$ cat src/logic/asm_cfg.svh
// Offsets, fields, reset values and encodings of the subtract datapath
`ifndef ASM_CFG_SVH
`define ASM_CFG_SVH

`define ASM_ADDR_W       12
`define ASM_OFS_CTRL     12'h000
`define ASM_OFS_STATUS   12'h004
`define ASM_OFS_ACC      12'h008
`define ASM_OFS_INSTR    12'h00c
`define ASM_OFS_TIMING   12'h010
`define ASM_OFS_AUX      12'h014
`define ASM_OFS_CYCLES   12'h018
`define ASM_DMEM_SEL     3'h1

`define ASM_CTRL_SGN     0
`define ASM_CTRL_SAT     1
`define ASM_CTRL_CARRY   2
`define ASM_CTRL_WRAP    3
`define ASM_STAT_BUSY    0
`define ASM_STAT_BADOP   1

`define ASM_TIM_PLOC_LO  0
`define ASM_TIM_DEXT     2
`define ASM_TIM_D_LO     4
`define ASM_TIM_P_LO     8
`define ASM_TIM_RPT_LO   16

`define ASM_PLOC_PI      2'h0
`define ASM_PLOC_PE      2'h1
`define ASM_PLOC_PR      2'h2

`define ASM_OPC_BORROW   8'h4f
`define ASM_OPC_COND     8'h47
`define ASM_OPC_HIGH     8'h44
`define ASM_OPC_IND_BIT  7

`define ASM_COND_SHIFT   15
`define ASM_SAT_POS      32'h7fffffff
`define ASM_SAT_NEG      32'h80000000
`define ASM_RST_CARRY    1'b1

`endif

$ cat src/logic/asm_pkg.sv
// Types shared by the subtract datapath modules
package asm_pkg;
    typedef enum logic [1:0] {
        ASM_OP_BORROW,
        ASM_OP_COND,
        ASM_OP_HIGH
    } asm_op_e;

    typedef enum logic [1:0] {
        ASM_ST_IDLE,
        ASM_ST_RUN,
        ASM_ST_TAIL
    } asm_state_e;
endpackage : asm_pkg

$ cat src/logic/asm_op_if.sv
// Operand and result bundle between sequencer and subtract ALU
`timescale 1ns/1ps
`default_nettype none
interface asm_op_if;
    import asm_pkg::*;
    asm_op_e     op_sel;
    logic [31:0] acc;
    logic [15:0] dm_word;
    logic        sgn;
    logic        sat;
    logic        carry;
    logic [31:0] res_acc;
    logic        res_carry;
    logic        res_ov;

    modport alu  (input op_sel, acc, dm_word, sgn, sat, carry,
                  output res_acc, res_carry, res_ov);
    modport core (output op_sel, acc, dm_word, sgn, sat, carry,
                  input res_acc, res_carry, res_ov);
endinterface : asm_op_if
`default_nettype wire

$ cat src/logic/asm_sub_alu.sv
// One iteration of the three subtract operations
`timescale 1ns/1ps
`default_nettype none
`include "asm_cfg.svh"
module asm_sub_alu
    import asm_pkg::*;
(
    asm_op_if.alu op
);
    logic [31:0] ext32;
    logic [31:0] opnd;
    logic        bin;
    logic [33:0] r34;
    logic [32:0] u33;
    logic        borrow;
    logic        ovf;
    logic [31:0] clamp;

    always_comb begin
        ext32 = op.sgn ? {{16{op.dm_word[15]}}, op.dm_word} : {16'h0, op.dm_word};
        opnd  = {16'h0, op.dm_word};
        bin   = 1'b0;
        unique case (op.op_sel)
            ASM_OP_BORROW: begin
                opnd = {16'h0, op.dm_word};
                bin  = ~op.carry;
            end
            ASM_OP_COND: begin
                opnd = {ext32[16:0], 15'h0};
            end
            ASM_OP_HIGH: begin
                opnd = {op.dm_word, 16'h0};
            end
            default: begin
                opnd = {16'h0, op.dm_word};
            end
        endcase
        r34    = {{2{op.acc[31]}}, op.acc} - {{2{opnd[31]}}, opnd} - {33'h0, bin};
        u33    = {1'b0, op.acc} - {1'b0, opnd} - {32'h0, bin};
        borrow = u33[32];
        ovf    = r34[32] != r34[31];
        clamp  = r34[33] ? `ASM_SAT_NEG : `ASM_SAT_POS;
        op.res_ov    = ovf;
        op.res_acc   = r34[31:0];
        op.res_carry = ~borrow;
        unique case (op.op_sel)
            ASM_OP_BORROW: begin
                op.res_acc   = (ovf && op.sat) ? clamp : r34[31:0];
                op.res_carry = ~borrow;
            end
            ASM_OP_COND: begin
                // No clamping here, whatever the saturation setting
                op.res_acc   = r34[31] ? {op.acc[30:0], 1'b0}
                                       : {r34[30:0], 1'b1};
                op.res_carry = ~borrow;
            end
            ASM_OP_HIGH: begin
                op.res_acc   = (ovf && op.sat) ? clamp : r34[31:0];
                op.res_carry = borrow ? 1'b0 : op.carry;
            end
            default: begin
                op.res_acc   = op.acc;
                op.res_carry = op.carry;
            end
        endcase
    end
endmodule : asm_sub_alu
`default_nettype wire

$ cat src/logic/asm_top.sv
// Subtract datapath with data memory, sequencer and Avalon-MM registers
`timescale 1ns/1ps
`default_nettype none
`include "asm_cfg.svh"
module asm_top
    import asm_pkg::*;
#(
    parameter int DM_AW = 7
) (
    input  wire logic                   CLK_I,
    input  wire logic                   ARST_N_I,
    input  wire logic                   CE_I,
    input  wire logic [`ASM_ADDR_W-1:0] AVS_ADDRESS_I,
    input  wire logic                   AVS_READ_I,
    input  wire logic                   AVS_WRITE_I,
    input  wire logic [31:0]            AVS_WRITEDATA_I,
    input  wire logic [3:0]             AVS_BYTEENABLE_I,
    output logic [31:0]                 AVS_READDATA_O,
    output logic                        AVS_WAITREQUEST_O,
    output logic                        BUSY_O
);
    localparam int DM_DEPTH = 1 << DM_AW;

    asm_op_if alu_bus ();

    asm_sub_alu u_alu (
        .op (alu_bus.alu)
    );

    // Control and status
    logic             sgn,        next_sgn;
    logic             sat,        next_sat;
    logic             carry,      next_carry;
    logic             wrap,       next_wrap;
    logic             bad_op,     next_bad_op;
    logic [31:0]      acc,        next_acc;
    logic [15:0]      opcode,     next_opcode;
    logic [1:0]       prog_loc,   next_prog_loc;
    logic             data_ext,   next_data_ext;
    logic [3:0]       d_wait,     next_d_wait;
    logic [3:0]       p_wait,     next_p_wait;
    logic [7:0]       rpt,        next_rpt;
    logic [DM_AW-1:0] aux_addr,   next_aux_addr;
    logic [15:0]      last_cyc,   next_last_cyc;
    // Sequencer
    asm_state_e       state,      next_state;
    asm_op_e          cur_op,     next_cur_op;
    logic [DM_AW-1:0] eff_addr,   next_eff_addr;
    logic [8:0]       iter_left,  next_iter_left;
    logic [15:0]      tail_left,  next_tail_left;
    // Bus answer
    logic             waitreq,    next_waitreq;
    logic             busy,       next_busy;
    logic [31:0]      rdata,      next_rdata;
    logic [15:0]      dmem [DM_DEPTH];

    logic             req;
    logic             take;
    logic             wr_take;
    logic             in_dmem;
    logic [DM_AW-1:0] dm_idx;
    logic [31:0]      wmask;
    logic [8:0]       n_iter;
    logic [15:0]      extra;
    logic             legal;
    asm_op_e          dec_op;

    function automatic logic [31:0] merge(input logic [31:0] old, input logic [31:0] wd,
                                          input logic [31:0] m);
        merge = (old & ~m) | (wd & m);
    endfunction : merge

    always_comb begin
        for (int b = 0; b < 4; b++) begin
            wmask[8*b +: 8] = {8{AVS_BYTEENABLE_I[b]}};
        end
    end

    assign req     = AVS_READ_I | AVS_WRITE_I;
    // Writes wait while an operation runs, reads are served at once
    assign take    = req && waitreq && !(AVS_WRITE_I && state != ASM_ST_IDLE);
    assign wr_take = take && AVS_WRITE_I;
    assign in_dmem = AVS_ADDRESS_I[`ASM_ADDR_W-1:9] == `ASM_DMEM_SEL;
    assign dm_idx  = AVS_ADDRESS_I[DM_AW+1:2];

    // Opcode decode
    always_comb begin
        legal  = 1'b1;
        dec_op = ASM_OP_BORROW;
        unique case (AVS_WRITEDATA_I[15:8])
            `ASM_OPC_BORROW: dec_op = ASM_OP_BORROW;
            `ASM_OPC_COND:   dec_op = ASM_OP_COND;
            `ASM_OPC_HIGH:   dec_op = ASM_OP_HIGH;
            default:         legal  = 1'b0;
        endcase
    end

    // Cycle cost of the issued operation
    always_comb begin
        n_iter = {1'b0, rpt} + 9'h001;
        extra  = 16'h0000;
        if (data_ext) begin
            extra = 16'h0001 + ({7'h00, n_iter} * {12'h000, d_wait});
        end
        if (prog_loc == `ASM_PLOC_PE) begin
            extra = extra + {12'h000, p_wait};
        end
    end

    assign alu_bus.op_sel  = cur_op;
    assign alu_bus.acc     = acc;
    assign alu_bus.dm_word = dmem[eff_addr];
    assign alu_bus.sgn     = sgn;
    assign alu_bus.sat     = sat;
    assign alu_bus.carry   = carry;

    always_comb begin
        next_sgn       = sgn;
        next_sat       = sat;
        next_carry     = carry;
        next_wrap      = wrap;
        next_bad_op    = bad_op;
        next_acc       = acc;
        next_opcode    = opcode;
        next_prog_loc  = prog_loc;
        next_data_ext  = data_ext;
        next_d_wait    = d_wait;
        next_p_wait    = p_wait;
        next_rpt       = rpt;
        next_aux_addr  = aux_addr;
        next_last_cyc  = last_cyc;
        next_state     = state;
        next_cur_op    = cur_op;
        next_eff_addr  = eff_addr;
        next_iter_left = iter_left;
        next_tail_left = tail_left;
        next_waitreq   = !take;
        next_rdata     = rdata;

        unique case (state)
            ASM_ST_IDLE: begin
            end
            ASM_ST_RUN: begin
                // One iteration per cycle on the same operand
                next_acc       = alu_bus.res_acc;
                next_carry     = alu_bus.res_carry;
                next_wrap      = wrap | alu_bus.res_ov;
                next_iter_left = iter_left - 9'h001;
                if (iter_left == 9'h001) begin
                    next_state = (tail_left == 16'h0000) ? ASM_ST_IDLE : ASM_ST_TAIL;
                end
            end
            ASM_ST_TAIL: begin
                next_tail_left = tail_left - 16'h0001;
                if (tail_left == 16'h0001) begin
                    next_state = ASM_ST_IDLE;
                end
            end
            default: begin
                next_state = ASM_ST_IDLE;
            end
        endcase

        if (take && AVS_READ_I) begin
            next_rdata = 32'h0;
            if (!in_dmem) begin
                unique case (AVS_ADDRESS_I)
                    `ASM_OFS_CTRL: begin
                        next_rdata[`ASM_CTRL_SGN]   = sgn;
                        next_rdata[`ASM_CTRL_SAT]   = sat;
                        next_rdata[`ASM_CTRL_CARRY] = carry;
                        next_rdata[`ASM_CTRL_WRAP]  = wrap;
                    end
                    `ASM_OFS_STATUS: begin
                        next_rdata[`ASM_STAT_BUSY]  = state != ASM_ST_IDLE;
                        next_rdata[`ASM_STAT_BADOP] = bad_op;
                    end
                    `ASM_OFS_ACC:    next_rdata = acc;
                    `ASM_OFS_INSTR:  next_rdata = {16'h0, opcode};
                    `ASM_OFS_TIMING: begin
                        next_rdata[`ASM_TIM_PLOC_LO +: 2] = prog_loc;
                        next_rdata[`ASM_TIM_DEXT]         = data_ext;
                        next_rdata[`ASM_TIM_D_LO +: 4]    = d_wait;
                        next_rdata[`ASM_TIM_P_LO +: 4]    = p_wait;
                        next_rdata[`ASM_TIM_RPT_LO +: 8]  = rpt;
                    end
                    `ASM_OFS_AUX:    next_rdata[DM_AW-1:0] = aux_addr;
                    `ASM_OFS_CYCLES: next_rdata = {16'h0, last_cyc};
                    default:         next_rdata = 32'h0;
                endcase
            end else begin
                next_rdata = {16'h0, dmem[dm_idx]};
            end
        end

        if (wr_take && !in_dmem) begin
            unique case (AVS_ADDRESS_I)
                `ASM_OFS_CTRL: begin
                    if (AVS_BYTEENABLE_I[0]) begin
                        next_sgn   = AVS_WRITEDATA_I[`ASM_CTRL_SGN];
                        next_sat   = AVS_WRITEDATA_I[`ASM_CTRL_SAT];
                        next_carry = AVS_WRITEDATA_I[`ASM_CTRL_CARRY];
                        next_wrap  = AVS_WRITEDATA_I[`ASM_CTRL_WRAP];
                    end
                end
                `ASM_OFS_ACC: next_acc = merge(acc, AVS_WRITEDATA_I, wmask);
                `ASM_OFS_INSTR: begin
                    if (AVS_BYTEENABLE_I[1:0] == 2'h3) begin
                        next_opcode = AVS_WRITEDATA_I[15:0];
                        next_bad_op = !legal;
                        if (legal) begin
                            next_cur_op    = dec_op;
                            next_eff_addr  = AVS_WRITEDATA_I[`ASM_OPC_IND_BIT]
                                           ? aux_addr
                                           : AVS_WRITEDATA_I[DM_AW-1:0];
                            next_iter_left = n_iter;
                            next_tail_left = extra;
                            next_last_cyc  = {7'h00, n_iter} + extra;
                            next_state     = ASM_ST_RUN;
                        end
                    end
                end
                `ASM_OFS_TIMING: begin
                    if (AVS_BYTEENABLE_I[0]) begin
                        next_prog_loc = AVS_WRITEDATA_I[`ASM_TIM_PLOC_LO +: 2];
                        next_data_ext = AVS_WRITEDATA_I[`ASM_TIM_DEXT];
                        next_d_wait   = AVS_WRITEDATA_I[`ASM_TIM_D_LO +: 4];
                    end
                    if (AVS_BYTEENABLE_I[1]) begin
                        next_p_wait = AVS_WRITEDATA_I[`ASM_TIM_P_LO +: 4];
                    end
                    if (AVS_BYTEENABLE_I[2]) begin
                        next_rpt = AVS_WRITEDATA_I[`ASM_TIM_RPT_LO +: 8];
                    end
                end
                `ASM_OFS_AUX: begin
                    if (AVS_BYTEENABLE_I[0]) begin
                        next_aux_addr = AVS_WRITEDATA_I[DM_AW-1:0];
                    end
                end
                default: begin
                end
            endcase
        end
        next_busy      = next_state != ASM_ST_IDLE;
    end

    always_ff @(posedge CLK_I or negedge ARST_N_I) begin
        if (!ARST_N_I) begin
            sgn       <= 1'b0;
            sat       <= 1'b0;
            carry     <= `ASM_RST_CARRY;
            wrap      <= 1'b0;
            bad_op    <= 1'b0;
            acc       <= 32'h0;
            opcode    <= 16'h0;
            prog_loc  <= `ASM_PLOC_PI;
            data_ext  <= 1'b0;
            d_wait    <= 4'h0;
            p_wait    <= 4'h0;
            rpt       <= 8'h00;
            aux_addr  <= '0;
            last_cyc  <= 16'h0;
            state     <= ASM_ST_IDLE;
            cur_op    <= ASM_OP_BORROW;
            eff_addr  <= '0;
            iter_left <= 9'h000;
            tail_left <= 16'h0;
            waitreq   <= 1'b1;
            busy      <= 1'b0;
            rdata     <= 32'h0;
        end else if (CE_I) begin
            sgn       <= next_sgn;
            sat       <= next_sat;
            carry     <= next_carry;
            wrap      <= next_wrap;
            bad_op    <= next_bad_op;
            acc       <= next_acc;
            opcode    <= next_opcode;
            prog_loc  <= next_prog_loc;
            data_ext  <= next_data_ext;
            d_wait    <= next_d_wait;
            p_wait    <= next_p_wait;
            rpt       <= next_rpt;
            aux_addr  <= next_aux_addr;
            last_cyc  <= next_last_cyc;
            state     <= next_state;
            cur_op    <= next_cur_op;
            eff_addr  <= next_eff_addr;
            iter_left <= next_iter_left;
            tail_left <= next_tail_left;
            waitreq   <= next_waitreq;
            busy      <= next_busy;
            rdata     <= next_rdata;
        end
    end

    // Data memory words, no reset
    always_ff @(posedge CLK_I) begin
        if (CE_I && wr_take && in_dmem) begin
            dmem[dm_idx] <= (dmem[dm_idx] & ~wmask[15:0])
                            | (AVS_WRITEDATA_I[15:0] & wmask[15:0]);
        end
    end

    assign AVS_READDATA_O    = rdata;
    assign AVS_WAITREQUEST_O = waitreq;
    assign BUSY_O            = busy;
endmodule : asm_top
`default_nettype wire

$ cat config.mk
export PLATFORM = sky130hd
export DESIGN_NAME = asm_top
export DESIGN_NICKNAME = d
export VERILOG_FILES = /design/src/logic/asm_pkg.sv /design/src/logic/asm_op_if.sv /design/src/logic/asm_sub_alu.sv /design/src/logic/asm_top.sv
export VERILOG_INCLUDE_DIRS = /design/src /design/src/logic
export SDC_FILE = /design/constraint.sdc
export NUM_CORES = 2
export LEC_CHECK = 0
export ABC_CLOCK_PERIOD_IN_PS = 9020
export BUFFER_PORTS_ARGS = -buffer_cell sky130_fd_sc_hd__buf_2
export CELL_PAD_IN_SITES_DETAIL_PLACEMENT = 2
export CELL_PAD_IN_SITES_GLOBAL_PLACEMENT = 2
export CORE_ASPECT_RATIO = 1.5
export CORE_MARGIN = 2
export CORE_UTILIZATION = 27
export CTS_CLUSTER_DIAMETER = 30
export DETAILED_ROUTE_END_ITERATION = 10
export PLACE_DENSITY = 0.47
export SLEW_MARGIN = 20
export SYNTH_ARGS = -nofsm -noshare
export SYNTH_HDL_FRONTEND = slang
export SYNTH_SLANG_ARGS = --single-unit
$ cat constraint.sdc
create_clock -name CLK_I -period 9.02 [get_ports CLK_I]
set_input_delay 2.706 -clock CLK_I [delete_from_list [all_inputs] [get_ports CLK_I]]
set_output_delay 2.706 -clock CLK_I [all_outputs]
set_load 0.005 [all_outputs]
# After elaboration in Yosys (flattened, before gate mapping)
# Memory sizes are Yosys's and may differ from the RTL's.
# Cells that the tools add are included.
# W data, S select, Z words.
dict set report totals {
  ff_bits 165
  mem_bits_rw 2048
  word_cells 149
  memories 1
  inputBits 53
  out_inout_bits 34
}
# name words width read_ports rd_ports_with_merged_regs wr line
set mem_list {}
lappend mem_list {dmem 128 16 2 0 1 asm_top.sv:55} ;# logic [15:0] dmem [DM_DEPTH];
dict set report classes {
  reduce_logical 30
  mul 1
  eq_ne 19
  muxes 54
  add_sub_neg 10
  bitwise 12
}
# cell n
set ops {}
lappend ops {{$mux W32} 7}
lappend ops {{$pmux W32 S2} 2}
lappend ops {{$mux W16} 6}
lappend ops {{$sub A32 B32 Y33} 2}
lappend ops {{$and A32 B32 Y32} 2}
lappend ops {{$mux W9} 5}
lappend ops {{$eq A12 B5 Y1 const B} 3}
lappend ops {{$sub A34 B1 Y34} 1}
lappend ops {{$sub A33 B1 Y33} 1}
lappend ops {{$and A16 B16 Y16} 2}
lappend ops {{$not A32 Y32} 1}
lappend ops {{$or A32 B32 Y32} 1}
lappend ops {{$eq A12 B4 Y1 const B} 2}
lappend ops {{$eq A8 B7 Y1 const B} 3}
lappend ops {{$reduce_and A4 Y1} 6}
lappend ops {{$pmux W5 S4} 1}
lappend ops {{$mux W17} 1}
lappend ops {{$add A16 B4 Y16} 1}
lappend ops {{$add A9 B16 Y16} 1}
lappend ops {{$eq A16 B1 Y1 const B} 1}
lappend ops {{$logic_not A16 Y1} 1}
lappend ops {{$not A16 Y16} 1}
lappend ops {{$or A16 B16 Y16} 1}
lappend ops {{$pmux W8 S2} 1}
lappend ops {{35 further kinds} 73}

# Depth between registers and ports, before layout
# An unclocked memory read counts as a cell.
dict set report logic_depth {
  ltp_word 12
  mapped_depth 27
  ltp_nobuf 26
}

# By module
# A second synthesis with hierarchy kept.
dict set report unflattened {
  hier_cells 5627
  area_unflattened_um2 108365.2
}
# module area_each_um2 cells_per_inst seq_area_each_um2 n_inst
set modules_own_cells {}
lappend modules_own_cells {asm_top 104007.3 4990 65630.4 1}
lappend modules_own_cells {asm_sub_alu 4357.9 637 0.0 1}

# Worst setup path after synthesis
# Ideal clock, no wire load.
dict set report synth_path {
  path_kind {input to register}
  startpoint {input port AVS_ADDRESS_I[2]}
  endpoint {memory dmem[0][0], data pin}
  t_required_ns 8.580
  setup_time_ns 0.440
  path_slack_ns 2.118
  arrival_time_ns 6.462
  path_buffers 3
  path_stages 8
  path_cell_list {clkbuf_1 -> buf_1 -> buf_1 -> mux4_2 -> mux4_2 -> mux4_2 -> mux2_2 -> mux2_2}
}
dict set report synth_between {
  elab_chain_len 3
}
# element line
set synth_lines {}
lappend synth_lines {{start: declaration} asm_top.sv:13} ;# input wire logic [`ASM_ADDR_W-1:0] AVS_ADDRESS_I,
lappend synth_lines {{$mem_v2 Z128 W16} --}
lappend synth_lines {{$and A16 B16 Y16} asm_top.sv:301} ;# dmem[dm_idx] <= (dmem[dm_idx] & ~wmask[15:0])
lappend synth_lines {{$or A16 B16 Y16} asm_top.sv:302} ;# | (AVS_WRITEDATA_I[15:0] & wmask[15:0]);
lappend synth_lines {{end: declaration} asm_top.sv:55}
# Every way passes these cells.

==> results.json <==
{
  "rrSetupSlack_ns": 0.56,
  "synthTopCellsByArea": "edfxtp_1, mux4_2, dfrtp_1",
  "vias_per_cell": 5.41,
  "crit_path_frequent_cell": "buf_4",
  "yosys_warnings": 0,
  "met3_usage": 0.0288,
  "min_period_ns": 8.46,
  "whs_path_depth": 2,
  "place_congestion": 0.822,
  "drive_gt1_frac": 0.416,
  "yosysMostFrequentCell": "edfxtp_1",
  "critPathTopFamily": "multiplexers",
  "initial_core_util": 0.271,
  "fillers": 39855,
  "ir_drop_v": 0.000147,
  "cap_violations": 0,
  "fp.dieH_um": 784,
  "antenna_found_initial": 45,
  "fin_nets": 6491,
  "slew_viol_final": 0,
  "hold_viol_final": 0,
  "critPathBufInv": 6,
  "grt_use_total": 0.230,
  "relSlewSlack": 0.214,
  "yosysTopAreaCell": "edfxtp_1",
  "wl_per_cell_um": 39.3,
  "post-route-drc-count": 0,
  "grt_first_pass_wirelength_um": 644000,
  "post_cts_buffers": 0,
  "synth_edf_count": 2048,
  "num_rows": 286,
  "clk_pin_slew_ns": 0.05,
  "skew_ns": 0.0827,
  "use_met1": 0.257,
  "p_per_area_nw_per_um2": 226,
  "synth_cells": 5825,
  "slowest_stage": "mux4_2",
  "portBuffers": 86,
  "max_freq_mhz": 118,
  "grt_pass1_vias": 72987,
  "busiest_layer": "met2",
  "finalSetupViolations": 0,
  "end_kind": "register",
  "yosysUniqueCellTypes": 93,
  "cts_tree": "yes",
  "cp.required_ns": 9.81,
  "hold_path_startpoint": "AVS_READDATA_O[30]",
  "worstSetupPathType": "register to register",
  "synth-seq-area-share": 0.599,
  "fin_crit_sh": 0.938,
  "ios": 87,
  "worstPathArrival_ns": 9.26,
  "status": "finished, final reports clean",
  "avgSynthCellArea_um2": 18.8,
  "coreArea_um2": 404000,
  "drt_wl_total_um": 473000,
  "yosys-top-cells-count": "edfxtp_1, mux4_2, clkbuf_1, nand2_1, nor2_1",
  "root_buffer": "clkbuf_16",
  "rsz0062_at_grt": "false",
  "synthDominantCellAreaShare": 0.561,
  "synth_fp_nets": 6031,
  "worstRegToRegCells": 24,
  "numCtsBuffers": 449,
  "dieArea_um2": 411000,
  "ys_seq_elements": 2213,
  "clock-sinks": 2213,
  "synthFlopType": "edfxtp_1",
  "stdcell_count": 12041,
  "cts.path.max_buffers": 4,
  "dpl.hpwl_um": 312000,
  "drt_iter0_markers": 5238,
  "worstSetupStartpointType": "register",
  "syn_to_final_growth_pct": 23.0,
  "fp.dieW_um": 524,
  "grt_max_degree": 129,
  "use_met2": 0.424,
  "insertion_delay_ns": 0.99,
  "htreeDepth": 5,
  "syn_area_um2": 110000,
  "timing.rr.start": "eff_addr[0]",
  "dr.pass1.iters": 5,
  "hold_path_class": "register to register",
  "vias": 65157,
  "grt_overflow": 0,
  "fin_tns_setup_ns": 0,
  "final_antenna_net_count": 0,
  "crit_fanout": 18,
  "worstPathCellList": "buf_12 > buf_4 > buf_4 > mux4_2 > mux4_2 > mux4_2 > mux2i_2 > or2_2 > inv_1 > ha_1 > a21o_1 > a311o_2 > a211oi_2 > o21ai_1 > a31oi_1 > xnor2_1 > nor4_4 > nand4_4 > xnor2_4 > buf_4 > buf_4 > nand2_1 > o211ai_1 > a21oi_1",
  "place_inst": 11162,
  "crit_path_max_incr_delay_ns": 0.64,
  "async_flop_share": 0.0746,
  "hold_end": "AVS_READDATA_O[30]",
  "worst-slew-pin-transition_ns": 1.18,
  "leakage_uw": 0.0434
}
## worst max path at each step
stage / startpoint / end / slack, ns / cells after the start
6_report: eff_addr[0] / register / 0.56 / 24
5_1_grt: eff_addr[0] / register / 0.12 / 24
4_1_cts: eff_addr[0] / register / 0.02 / 23
3_5_place_dp: eff_addr[0] / register / 0.02 / 23
3_3_place_gp: eff_addr[0] / register / 0.09 / 23
2_1_floorplan: AVS_ADDRESS_I[2] / dmem[0][0] / 2.12 / 8
## power breakdown
group	total (uW)	switching (uW)	internal, uW
registers	11600	47.3	11600
logic	1580	1120	465
clock network	17300	5880	11400
## flip-flops by register name, indices dropped and copies added, names as in the netlist, 4 cells and up, named ones only
name	count
dmem	2048
AVS_READDATA_O	32
last_cyc	16
opcode	16
tail_left	16
iter_left	9
rpt	8
aux_addr	7
eff_addr	7
d_wait	4
p_wait	4
## what timing repair did
action / in CTS / in global routing
hold buffers: 0 / 0
endpoints found under the hold margin: 0 / 0
resized for setup: 0 / 7
setup endpoints to repair: 0 / 29
## stage by stage
step | area [um2] | util | hold WS [ns] | total power [uW] | setup WS, ns
6_report | 135000 | 0.333 | 0.472 | 30500 | 0.556
5_1_grt | 135000 | 0.333 | 0.513 | 31300 | 0.119
4_1_cts | 135000 | 0.333 | 0.478 | 30800 | 0.0216
3_5_place_dp | 119000 | 0.294 | 0.467 | 13400 | 0.0188
3_3_place_gp | 119000 | 0.294 | 0.449 | 13400 | 0.0931
2_1_floorplan | 110000 | - | 0.447 | 12600 | 2.12
## routing by layer
metal  wire [um]  vias to the layer above  share of wire
met1      172000                    36676           0.36
li1            -                    25884              -
met4       26500                        4          0.056
met2      256000                     1846           0.54
met5          27                        -       0.000057
met3       19300                      747          0.041
## cell usage in the layout, fill, tap and decap left out, drive strengths merged, types with 31 or more instances in the layout
cell / Yosys / routed
mux4: 1344 / 1344
xnor2: 54 / 54
ha: 135 / 135
inv: 176 / 219
a21oi: 127 / 127
clkbuf: 267 / 515
a21o: 34 / 34
nor3: 45 / 45
and2: 31 / 31
clkinv: 1 / 144
o21ai: 127 / 127
mux2i: 33 / 33
dfrtp: 163 / 163
edfxtp: 2048 / 2048
nand3: 62 / 62
buf: 140 / 415
nand2: 252 / 252
nor2: 230 / 230
bufinv: 0 / 74
mux2: 89 / 89
diode: 0 / 57
a22oi: 41 / 41
clkinvlp: 0 / 48
o22ai: 34 / 34
## area by class of cell
type / instances / area [um2] / area share
repair buffers: 416 / 3780 / 0.0281
diodes: 57 / 143 / 0.00106
clock inverters: 308 / 3810 / 0.0283
multi-input cells: 3028 / 42200 / 0.314
well taps: 5328 / 6670 / 0.0495
inverters: 177 / 672 / 0.00499
flip-flops and latches: 2213 / 65700 / 0.487
clock buffers: 514 / 11800 / 0.0872
## logic make-up (layout without fill, tap and decap cells)
| family | after synthesis | in the layout | synth area share |
|---|---|---|---|
| XOR/XNOR | 73 | 73 | 0.00601 |
| AND/OR/NAND/NOR | 759 | 759 | 0.0319 |
| other | 0 | 57 | 0 |
| flip-flops | 2213 | 2213 | 0.599 |
| buffers and inverters | 584 | 1415 | 0.0205 |
| adder cells (fa/ha/maj) | 153 | 153 | 0.0187 |
| multiplexers | 1466 | 1466 | 0.288 |
| AO/OA/AOI/OAI | 577 | 577 | 0.0355 |
## tightest hold or removal path, cell delays in order, from the launching register on
cell     delay (ns)
dfrtp_1        0.34
nand2_1        0.05
nand2_1        0.05
Power figures use the tool's default switching activity.
